==> src/core/pmon_pkg.sv <==
// Constants and types shared by the path and line performance monitor
package pmon_pkg;

  // ----------------------------------------------------------------
  // Widths
  // ----------------------------------------------------------------
  localparam int CNT_W    = 32;
  localparam int ACC_W    = 16;
  localparam int PAR_W    = 4;
  localparam int RUN_W    = 4;
  localparam int NUM_SEC  = 7;
  localparam int NUM_PATH = 2;

  // ----------------------------------------------------------------
  // Timing
  // ----------------------------------------------------------------
  localparam longint SECOND_NS       = 64'd1000000000;
  localparam longint CLK_PERIOD_NS   = 64'd20;
  localparam int     SEC_TICK_CYCLES = int'(SECOND_NS / CLK_PERIOD_NS);

  // ----------------------------------------------------------------
  // Thresholds and reset values
  // ----------------------------------------------------------------
  localparam logic [ACC_W-1:0] FAR_SES_LIMIT  = 16'h0258;
  localparam logic [ACC_W-1:0] PATH_SES_LIMIT = 16'h0960;
  localparam logic [ACC_W-1:0] LINE_SES_LIMIT = 16'h002c;
  localparam logic [RUN_W-1:0] UNAVAIL_RUN    = 4'ha;
  localparam logic [ACC_W-1:0] ACC_SAT        = 16'hffff;
  localparam logic [ACC_W-1:0] ACC_RESET      = 16'h0000;
  localparam logic [CNT_W-1:0] CNT_RESET      = 32'h0000_0000;
  localparam logic [RUN_W-1:0] RUN_RESET      = 4'h0;

  // ----------------------------------------------------------------
  // Second-counter slots and path indices
  // ----------------------------------------------------------------
  localparam int SEC_FAR_ES    = 0;
  localparam int SEC_FAR_SES   = 1;
  localparam int SEC_PATH_ES   = 2;
  localparam int SEC_PATH_SES  = 3;
  localparam int SEC_LINE_ES   = 4;
  localparam int SEC_LINE_SES  = 5;
  localparam int SEC_LINE_LOSS = 6;
  localparam int PATH_FAR_VT   = 0;
  localparam int PATH_STS      = 1;

  typedef enum logic [0:0] {
    PMON_AVAIL   = 1'b0,
    PMON_UNAVAIL = 1'b1
  } pmon_avail_t;

endpackage

==> src/core/pmon_top.sv <==
// Per-second performance monitor for far-end VT, near-end STS path and DS3 line
`timescale 1ns/1ns
// How it works
// RULE1: Far-end VT code violations add one per REI-V error pulse, at most one per superframe.
// RULE2: A far-end VT errored second has at least one REI-V error or an RDI-V defect.
// RULE3: A far-end VT severe second has 600 or more REI-V errors or an RDI-V defect.
// RULE4: Far-end VT goes unavailable on ten severe seconds in a row and leaves on ten clean ones.
// RULE5: Near-end path code violations add the B3 parity error count, up to eight per frame.
// RULE6: A near-end path errored second has a parity error or an AIS-P, LOP-P or lower-layer defect.
// RULE7: Path failure events begin when AIS-P, LOP-P, UNEQ-P or TIM-P is declared and end on clear.
// RULE8: An ERDI-P failure also starts a path failure event when the path supports ERDI-P.
// RULE9: A near-end path severe second has 2400 or more parity errors or a path defect.
// RULE10: The STS path goes unavailable on ten severe seconds in a row and every such second counts.
// RULE11: The ten clean seconds that end an STS unavailable period are not counted.
// RULE12: Line code violations add bipolar violations and excessive-zero events.
// RULE13: A line errored second has a bipolar violation, excessive zeros or loss of signal.
// RULE14: A line severe second has 44 or more such anomalies or a line defect.
// RULE15: A line loss second holds one or more loss-of-signal defects.
// RULE16: Every second counter is judged once per one-second tick on the totals of that second.
module pmon_top
#(
  parameter int TICK_CYCLES = pmon_pkg::SEC_TICK_CYCLES
)
(
  input  wire logic                         sys_clk_i,
  input  wire logic                         reset_i,
  input  wire logic                         far_rei_err_i,
  input  wire logic                         far_rdi_i,
  input  wire logic [pmon_pkg::PAR_W-1:0]   path_parity_err_i,
  input  wire logic                         path_ais_i,
  input  wire logic                         path_lop_i,
  input  wire logic                         path_lower_defect_i,
  input  wire logic                         path_uneq_i,
  input  wire logic                         path_tim_i,
  input  wire logic                         path_erdi_fail_i,
  input  wire logic                         path_erdi_support_i,
  input  wire logic                         bipolar_violation_i,
  input  wire logic                         excessive_zeros_i,
  input  wire logic                         line_los_i,
  output logic                              sec_tick_o,
  output logic [pmon_pkg::CNT_W-1:0]        far_vt_code_violations_o,
  output logic [pmon_pkg::CNT_W-1:0]        far_vt_errored_seconds_o,
  output logic [pmon_pkg::CNT_W-1:0]        far_vt_severe_seconds_o,
  output logic [pmon_pkg::CNT_W-1:0]        far_vt_unavailable_seconds_o,
  output logic                              far_vt_unavailable_o,
  output logic [pmon_pkg::CNT_W-1:0]        near_path_code_violations_o,
  output logic [pmon_pkg::CNT_W-1:0]        near_path_errored_seconds_o,
  output logic [pmon_pkg::CNT_W-1:0]        near_path_failure_count_o,
  output logic [pmon_pkg::CNT_W-1:0]        near_path_severe_seconds_o,
  output logic [pmon_pkg::CNT_W-1:0]        near_path_unavailable_seconds_o,
  output logic                              near_path_unavailable_o,
  output logic [pmon_pkg::CNT_W-1:0]        line_code_violations_o,
  output logic [pmon_pkg::CNT_W-1:0]        line_errored_seconds_o,
  output logic [pmon_pkg::CNT_W-1:0]        line_severe_seconds_o,
  output logic [pmon_pkg::CNT_W-1:0]        line_signal_loss_seconds_o
);
  import pmon_pkg::*;

  localparam int TW = $clog2(TICK_CYCLES + 1);

  // ----------------------------------------------------------------
  // One-second tick
  // ----------------------------------------------------------------
  // The tick is registered so it shows with the counters that it announces;
  // with TICK_CYCLES of 1 it would stay high and close a second on every edge
  logic [TW-1:0] tick_cnt;
  wire           tick_last = (tick_cnt == TW'(TICK_CYCLES - 1));
  wire  [TW-1:0] next_tick_cnt = tick_last ? '0 : tick_cnt + TW'(1);

  always_ff @(posedge sys_clk_i or posedge reset_i)
  begin
    if (reset_i)
    begin
      tick_cnt   <= '0;
      sec_tick_o <= 1'b0;
    end
    else
    begin
      tick_cnt   <= next_tick_cnt;
      sec_tick_o <= tick_last;
    end
  end

  // ----------------------------------------------------------------
  // Per-second accumulators
  // ----------------------------------------------------------------
  // Events in the tick cycle itself belong to the second just ending,
  // so the verdicts look at the sums including the current cycle.
  logic [ACC_W-1:0] far_acc;
  logic [ACC_W-1:0] path_acc;
  logic [ACC_W-1:0] line_acc;
  logic             far_rdi_seen;
  logic             path_def_seen;
  logic             line_los_seen;

  wire [ACC_W:0]   far_wide  = {1'b0, far_acc} + (ACC_W+1)'(far_rei_err_i);
  wire [ACC_W:0]   path_wide = {1'b0, path_acc} + (ACC_W+1)'(path_parity_err_i);
  wire [1:0]       line_hits = {1'b0, bipolar_violation_i} + {1'b0, excessive_zeros_i};
  wire [ACC_W:0]   line_wide = {1'b0, line_acc} + (ACC_W+1)'(line_hits);
  // Saturation keeps a flood of errors from wrapping below a threshold
  wire [ACC_W-1:0] far_sum   = far_wide[ACC_W] ? ACC_SAT : far_wide[ACC_W-1:0];
  wire [ACC_W-1:0] path_sum  = path_wide[ACC_W] ? ACC_SAT : path_wide[ACC_W-1:0];
  wire [ACC_W-1:0] line_sum  = line_wide[ACC_W] ? ACC_SAT : line_wide[ACC_W-1:0];

  wire path_defect   = path_ais_i | path_lop_i | path_lower_defect_i;
  wire far_rdi_sum   = far_rdi_seen | far_rdi_i;
  wire path_def_sum  = path_def_seen | path_defect;
  wire line_los_sum  = line_los_seen | line_los_i;

  // Each accumulator restarts on the closing edge, so no event is lost or counted twice
  wire [ACC_W-1:0] next_far_acc  = tick_last ? ACC_RESET : far_sum;
  wire [ACC_W-1:0] next_path_acc = tick_last ? ACC_RESET : path_sum;
  wire [ACC_W-1:0] next_line_acc = tick_last ? ACC_RESET : line_sum;
  wire             next_far_rdi  = ~tick_last & far_rdi_sum;
  wire             next_path_def = ~tick_last & path_def_sum;
  wire             next_line_los = ~tick_last & line_los_sum;

  always_ff @(posedge sys_clk_i or posedge reset_i)
  begin
    if (reset_i)
    begin
      far_acc       <= ACC_RESET;
      path_acc      <= ACC_RESET;
      line_acc      <= ACC_RESET;
      far_rdi_seen  <= 1'b0;
      path_def_seen <= 1'b0;
      line_los_seen <= 1'b0;
    end
    else
    begin
      far_acc       <= next_far_acc; // RULE16
      path_acc      <= next_path_acc;
      line_acc      <= next_line_acc;
      far_rdi_seen  <= next_far_rdi;
      path_def_seen <= next_path_def;
      line_los_seen <= next_line_los;
    end
  end

  // ----------------------------------------------------------------
  // Second verdicts
  // ----------------------------------------------------------------
  // Verdicts matter only on the closing edge; in between they just follow the sums
  logic [NUM_SEC-1:0] sec_flag;

  assign sec_flag[SEC_FAR_ES]    = (far_sum != ACC_RESET) | far_rdi_sum; // RULE2
  assign sec_flag[SEC_FAR_SES]   = (far_sum >= FAR_SES_LIMIT) | far_rdi_sum; // RULE3
  assign sec_flag[SEC_PATH_ES]   = (path_sum != ACC_RESET) | path_def_sum; // RULE6
  assign sec_flag[SEC_PATH_SES]  = (path_sum >= PATH_SES_LIMIT) | path_def_sum; // RULE9
  assign sec_flag[SEC_LINE_ES]   = (line_sum != ACC_RESET) | line_los_sum; // RULE13
  assign sec_flag[SEC_LINE_SES]  = (line_sum >= LINE_SES_LIMIT) | line_los_sum; // RULE14
  assign sec_flag[SEC_LINE_LOSS] = line_los_sum; // RULE15

  // Counts wrap at full width; readers take differences between snapshots
  logic [CNT_W-1:0] sec_cnt [NUM_SEC];

  genvar gs;
  generate
    for (gs = 0; gs < NUM_SEC; gs++)
    begin : g_sec
      always_ff @(posedge sys_clk_i or posedge reset_i)
      begin
        if (reset_i)
          sec_cnt[gs] <= CNT_RESET;
        else if (tick_last && sec_flag[gs])
          sec_cnt[gs] <= sec_cnt[gs] + CNT_W'(1); // RULE16
      end
    end
  endgenerate

  // Outputs read the counter flops directly, with no logic in between
  assign far_vt_errored_seconds_o    = sec_cnt[SEC_FAR_ES];
  assign far_vt_severe_seconds_o     = sec_cnt[SEC_FAR_SES];
  assign near_path_errored_seconds_o = sec_cnt[SEC_PATH_ES];
  assign near_path_severe_seconds_o  = sec_cnt[SEC_PATH_SES];
  assign line_errored_seconds_o      = sec_cnt[SEC_LINE_ES];
  assign line_severe_seconds_o       = sec_cnt[SEC_LINE_SES];
  assign line_signal_loss_seconds_o  = sec_cnt[SEC_LINE_LOSS];

  // ----------------------------------------------------------------
  // Unavailability, one machine per path
  // ----------------------------------------------------------------
  // Seconds are held pending while a clean run may still end the period;
  // a severe second books them, a full clean run throws them away.
  // Entry books at once the ten severe seconds that led to it.
  wire [NUM_PATH-1:0] path_ses = {sec_flag[SEC_PATH_SES], sec_flag[SEC_FAR_SES]};

  pmon_avail_t      avail_state [NUM_PATH];
  logic [RUN_W-1:0] run_len     [NUM_PATH];
  logic [RUN_W-1:0] pend_len    [NUM_PATH];
  logic [CNT_W-1:0] uas_cnt     [NUM_PATH];

  genvar gp;
  generate
    for (gp = 0; gp < NUM_PATH; gp++)
    begin : g_path
      pmon_avail_t      next_state;
      logic [RUN_W-1:0] next_run;
      logic [RUN_W-1:0] next_pend;
      logic [CNT_W-1:0] next_uas;
      wire              run_done = (run_len[gp] == UNAVAIL_RUN - RUN_W'(1));

      always_comb
      begin
        next_state = avail_state[gp];
        next_run   = run_len[gp];
        next_pend  = pend_len[gp];
        next_uas   = uas_cnt[gp];
        unique case (avail_state[gp])
          PMON_AVAIL:
          begin
            next_pend = RUN_RESET;
            if (!path_ses[gp])
              next_run = RUN_RESET;
            else if (run_done)
            begin
              next_state = PMON_UNAVAIL; // RULE4 RULE10
              next_run   = RUN_RESET;
              next_uas   = uas_cnt[gp] + CNT_W'(UNAVAIL_RUN);
            end
            else
              next_run = run_len[gp] + RUN_W'(1);
          end
          PMON_UNAVAIL:
          begin
            if (path_ses[gp])
            begin
              next_run  = RUN_RESET; // RULE10
              next_pend = RUN_RESET;
              next_uas  = uas_cnt[gp] + CNT_W'(pend_len[gp]) + CNT_W'(1);
            end
            else if (run_done)
            begin
              next_state = PMON_AVAIL; // RULE11
              next_run   = RUN_RESET;
              next_pend  = RUN_RESET;
            end
            else
            begin
              next_run  = run_len[gp] + RUN_W'(1);
              next_pend = pend_len[gp] + RUN_W'(1);
            end
          end
        endcase
      end

      always_ff @(posedge sys_clk_i or posedge reset_i)
      begin
        if (reset_i)
        begin
          avail_state[gp] <= PMON_AVAIL;
          run_len[gp]     <= RUN_RESET;
          pend_len[gp]    <= RUN_RESET;
          uas_cnt[gp]     <= CNT_RESET;
        end
        else if (tick_last)
        begin
          avail_state[gp] <= next_state; // RULE16
          run_len[gp]     <= next_run;
          pend_len[gp]    <= next_pend;
          uas_cnt[gp]     <= next_uas;
        end
      end
    end
  endgenerate

  assign far_vt_unavailable_seconds_o    = uas_cnt[PATH_FAR_VT];
  assign near_path_unavailable_seconds_o = uas_cnt[PATH_STS];
  assign far_vt_unavailable_o            = (avail_state[PATH_FAR_VT] == PMON_UNAVAIL);
  assign near_path_unavailable_o         = (avail_state[PATH_STS] == PMON_UNAVAIL);

  // ----------------------------------------------------------------
  // Running violation counts and failure events
  // ----------------------------------------------------------------
  // A lower-layer defect errs seconds but is not a failure, so it stays out of this OR
  logic fail_prev;
  wire  path_fail_declared = path_ais_i | path_lop_i | path_uneq_i | path_tim_i; // RULE7
  wire  erdi_fail_counted  = path_erdi_support_i & path_erdi_fail_i; // RULE8
  wire  fail_now           = path_fail_declared | erdi_fail_counted;
  // An event that spans a tick counts once, in the second where it begins
  wire  fail_start         = fail_now & ~fail_prev;

  // Violation totals run freely; the per-second view is left to whoever reads them
  always_ff @(posedge sys_clk_i or posedge reset_i)
  begin
    if (reset_i)
    begin
      far_vt_code_violations_o    <= CNT_RESET;
      near_path_code_violations_o <= CNT_RESET;
      line_code_violations_o      <= CNT_RESET;
      near_path_failure_count_o   <= CNT_RESET;
      fail_prev                   <= 1'b0;
    end
    else
    begin
      far_vt_code_violations_o    <= far_vt_code_violations_o + CNT_W'(far_rei_err_i); // RULE1
      near_path_code_violations_o <= near_path_code_violations_o + CNT_W'(path_parity_err_i); // RULE5
      line_code_violations_o      <= line_code_violations_o + CNT_W'(line_hits); // RULE12
      near_path_failure_count_o   <= near_path_failure_count_o + CNT_W'(fail_start); // RULE7
      fail_prev                   <= fail_now;
    end
  end

endmodule // pmon_top

==> config.mk <==
export PLATFORM = sky130hd
export DESIGN_NAME = pmon_top
export DESIGN_NICKNAME = d
export VERILOG_FILES = /design/src/core/pmon_pkg.sv /design/src/core/pmon_top.sv
export SDC_FILE = /design/constraint.sdc
export NUM_CORES = 1
export LEC_CHECK = 0
export ABC_AREA = 1
export ABC_CLOCK_PERIOD_IN_PS = 22700
export BUFFER_PORTS_ARGS = -buffer_cell sky130_fd_sc_hd__buf_2
export CORE_AREA = 2 2 242 303
export CTS_CLUSTER_SIZE = 25
export DETAILED_ROUTE_END_ITERATION = 6
export DIE_AREA = 0 0 244 305
export HOLD_SLACK_MARGIN = 0.02
export PLACE_DENSITY_LB_ADDON = 0.15
export SYNTH_ARGS = -nofsm -noshare
export SYNTH_HDL_FRONTEND = slang
export SYNTH_SLANG_ARGS = --single-unit
export TNS_END_PERCENT = 10
==> constraint.sdc <==
create_clock -name sys_clk_i -period 22.7 [get_ports sys_clk_i]
set_clock_uncertainty 0.05 [all_clocks]
set_input_delay 4.54 -clock sys_clk_i [delete_from_list [all_inputs] [get_ports sys_clk_i]]
set_output_delay 4.54 -clock sys_clk_i [all_outputs]
set_load 0.01 [all_outputs]
==> out/results.txt <==
YS warnings -> 0
Clock root buffer -> sky130_fd_sc_hd__clkbuf_16
CTS tree -> yes
Final Hold Viols -> 0
Slew at the pin closest to its max-slew limit -> 1.17 ns
Main combinational cell family by area after synthesis -> simple AND/OR/NAND/NOR gates
Maximum number of pins on one net before global-route repair -> 112
Initial DRC count -> 1780
Non-Filler Cell Area, Final -> 36800 um2
GR Overflow Total -> 0
Antenna Nets Post-Route -> 0
Count of endpoints failing setup in the final report -> 0
Number of setup buffers added after CTS -> 0
CTS-repair resized insts -> 0
Net count after synthesis -> 4326
Hold crit path type -> flip-flop to flip-flop
Antenna violations before repair -> 1
Post-detailed-route DRC marker count -> 0
Synthesized-area fraction occupied by ao, oa, aoi and oai cells -> 3.56%
Total power after layout -> 2.30 mW
Die Outline Area -> 74400 um2
Sequential-to-total area share from yosys stat -> 40.2%
Detailed Place HPWL -> 68100 um
Post-place instance area -> 34700 um2
Top cell types by occurrence after synthesis -> 1384 x sky130_fd_sc_hd__nand2_1, 513 x sky130_fd_sc_hd__dfrtp_1, 409 x sky130_fd_sc_hd__nor2_1
Final setup TNS -> 0 ns
Min cycle time layout -> 7.75 ns
P&R area growth vs syn -> 15.3%
Vias in the first global route -> 28300
Gate Count Post-Synth -> 4259
Total area of multi-input combinational cells -> 17000 um2
Floorplan die width -> 244 um
Number of filler instances in the final layout -> 7198
Required arrival time at the worst endpoint -> 23.22 ns
TritonCTS buffer count -> 57
Highest Clock Rate -> 129 MHz
Global-route wire length before repair -> 152000 um
Per-cell via count in the routed design -> 5.20
Largest incremental delay on the critical path -> 1.10 ns
Area share of and/or/nand/nor cells after synthesis -> 34.8%
Synthesized area -> 31900 um2
Startpoint type of the worst setup path -> primary input
Max Cap Violations -> 0
Pre-antenna DRT Iters -> 5
CTS max path bufs -> 3
Clock net sink count -> 513
Core footprint -> 71700 um2
Wire length reported by the detailed router -> 93500 um
Top Family by Delay on Critical Path -> simple AND/OR/NAND/NOR gates
Count of vias placed by the detailed router -> 29400
Unrepaired setup endpoints after global routing -> false
Count of flip-flops with a built-in enable after synthesis -> 0
Cell taking the most area after synthesis -> sky130_fd_sc_hd__dfrtp_1
Yosys cell types -> 55
CTS hold repair buffers -> 0
Power Dens Cells -> 62.4 nW/um2
Data arrival, critical path -> 8.28 ns
Top post-synthesis cells by area -> sky130_fd_sc_hd__dfrtp_1 40%, sky130_fd_sc_hd__nand2_1 16%, sky130_fd_sc_hd__xor2_1 8.0%
Cells along the critical path -> buf_2 -> ha_1 -> fa_1 -> nand3_1 -> nand3_1 -> nand2_1 -> xor2_1 -> nand3_1 -> nor2_1 -> nand3_1 -> nor2_1 -> nand3_2 -> nand2_1 -> nand2_1 -> nand2_1
Routed wirelength normalized by instance count -> 16.5 um
Cell with the most instances after synthesis -> sky130_fd_sc_hd__nand2_1
Clock transition at the registers of the reported paths -> 0.06 ns
Max-slew violations -> 0
Combined flip-flop and latch cell area -> 12800 um2
Area share of the largest cell type after synthesis -> 40.2%
Ys async rst share -> 100%
Buffers & Inverters on Critical Path -> 1
Count of H-tree levels built during CTS -> 2
Largest fanout on the critical path -> 33
Share of cell area taken by muxes after synthesis -> 0.384%
Category of the worst setup path capture point -> flip-flop
Layout Nets -> 4715
Share of cells above drive strength 1 -> 13.5%
Worst-case vdd ir drop -> 0.0709 mV
Port buffer count -> 436
Chip Height -> 305 um
Worst Path Class, Setup -> primary input to flip-flop
Post-Synth XOR/XNOR Area -> 12.4%
Mapped Avg Cell Area -> 7.49 um2
Final cycle utilization of the critical path -> 34.1%
Initial cell density of the core -> 44.5%
Most used flip-flop cell after synthesis -> sky130_fd_sc_hd__dfrtp_1
I/O pin total -> 437
Total routing usage reported by global routing -> 24.9%
Static leakage power -> 19.0 nW
Arithmetic-cell share of the synthesized area counting full adders, half adders and majority gates -> 2.06%
Row count -> 110
Number of register bits inferred by synthesis -> 513
Final weighted congestion in routability-driven placement -> 0.910
Insertion delay to the later sink of the worst-skew pair -> 0.64 ns
Remaining max-slew budget at the tightest pin -> 21.3%
Slowest CP cell -> sky130_fd_sc_hd__nand2_1
Run status -> finished, final reports clean
flip-flops by register name, indices dropped and copies added, names as in the netlist, 16 cells and up, named ones only:
signal and count:
far_vt_code_violations_o 32, far_vt_errored_seconds_o 32, far_vt_severe_seconds_o 32, far_vt_unavailable_seconds_o 32
line_code_violations_o 32, line_errored_seconds_o 32, line_severe_seconds_o 32, line_signal_loss_seconds_o 32
near_path_code_violations_o 32, near_path_errored_seconds_o 32, near_path_failure_count_o 32, near_path_severe_seconds_o 32
near_path_unavailable_seconds_o 32, tick_cnt 26, far_acc 16, line_acc 16
path_acc 16
final timing paths:
kind / cells past startpoint / slack (ns) / startpoint / end
worst max-delay path: 15 / 14.95 / path_parity_err_i[0] / near_path_errored_seconds_o[25]
worst min-delay path: 1 / 0.41 / tick_cnt[0] / tick_cnt[0]
max in group asynchronous: 5 / 15.45 / reset_i / near_path_unavailable_seconds_o[9]
worst max register to register: 12 / 18.28 / tick_cnt[0] / line_severe_seconds_o[28]
worst min register to register: 1 / 0.41 / tick_cnt[0] / tick_cnt[0]
min in group asynchronous: 2 / 4.00 / reset_i / far_vt_code_violations_o[27]
placed cells by master (no fill, tap or decap), types with 14 or more instances in the layout:
master / count
sky130_fd_sc_hd__nor2_1: 409
sky130_fd_sc_hd__nor4_1: 71
sky130_fd_sc_hd__nor2_2: 14
sky130_fd_sc_hd__buf_4: 17
sky130_fd_sc_hd__nand2_1: 1383
sky130_fd_sc_hd__nor3_1: 158
sky130_fd_sc_hd__nand4_1: 125
sky130_fd_sc_hd__nand3_1: 328
sky130_fd_sc_hd__ha_1: 43
sky130_fd_sc_hd__buf_2: 436
sky130_fd_sc_hd__dfrtp_1: 511
sky130_fd_sc_hd__o21ai_1: 24
sky130_fd_sc_hd__clkbuf_16: 57
sky130_fd_sc_hd__inv_2: 15
sky130_fd_sc_hd__o21ai_0: 50
sky130_fd_sc_hd__o2111ai_1: 56
sky130_fd_sc_hd__inv_1: 358
sky130_fd_sc_hd__a21oi_1: 30
sky130_fd_sc_hd__xnor2_1: 159
sky130_fd_sc_hd__xor2_1: 292
metrics by stage:
stage | setup slack, ns | utilization [%] | cells | hold WS (ns)
2_1_floorplan | 3.78 | - | 4259 | 0.383
3_3_place_gp | 14.32 | 48.5 | 5541 | 0.407
3_5_place_dp | 14.23 | 48.5 | 5541 | 0.404
4_1_cts | 14.89 | 51.3 | 5648 | 0.413
5_1_grt | 14.54 | 51.3 | 5649 | 0.434
6_report | 14.95 | 51.3 | 5649 | 0.408
worst register-to-register path, cell delays in order, from the launching register on:
cell,delay [ns]
sky130_fd_sc_hd__dfrtp_1,0.37
sky130_fd_sc_hd__ha_1,0.19
sky130_fd_sc_hd__nand3_1,0.17
sky130_fd_sc_hd__inv_1,0.14
sky130_fd_sc_hd__nand2_1,0.07
sky130_fd_sc_hd__nor4_1,0.20
sky130_fd_sc_hd__nand2_1,0.34
sky130_fd_sc_hd__inv_6,0.45
sky130_fd_sc_hd__buf_4,0.66
sky130_fd_sc_hd__buf_4,0.94
sky130_fd_sc_hd__nand2_4,0.49
sky130_fd_sc_hd__nand2_1,0.18
sky130_fd_sc_hd__nand2_1,0.07
per-layer routing:
| metal | vias up | global-route usage (%) | wire length (um) |
|---|---|---|---|
| li1 | 14600 | - | - |
| met1 | 13900 | 31.8 | 40600 |
| met2 | 710 | 42.0 | 44600 |
| met3 | 174 | 4.65 | 5020 |
| met4 | 0 | 8.76 | 3280 |
| met5 | - | 0 | 0 |
report_power, final:
| group | total [mW] | internal (mW) | switching (mW) |
|---|---|---|---|
| combinational | 0.259 | 0.0959 | 0.163 |
| sequential | 1.02 | 0.967 | 0.0521 |
| clock | 1.02 | 0.620 | 0.400 |
| total | 2.30 | 1.68 | 0.616 |
cell type report:
| class | count | share of cell area (%) |
|---|---|---|
| Inverter | 379 | 3.90 |
| Tap cell | 952 | 3.24 |
| Clock inverter | 29 | 1.22 |
| Multi-Input combinational cell | 3244 | 46.1 |
| Timing Repair Buffer | 453 | 6.28 |
| Antenna cell | 1 | 0.00680 |
| Clock buffer | 78 | 4.36 |
| Sequential cell | 513 | 34.9 |
cell families after synthesis:
kind of cell | Yosys count
flops | 513
simple gates | 2558
fa+ha+maj | 49
mux | 11
compound gates | 175
xor+xnor | 451
buf+inv | 502
No activity file was read; power rests on OpenSTA's default activity.
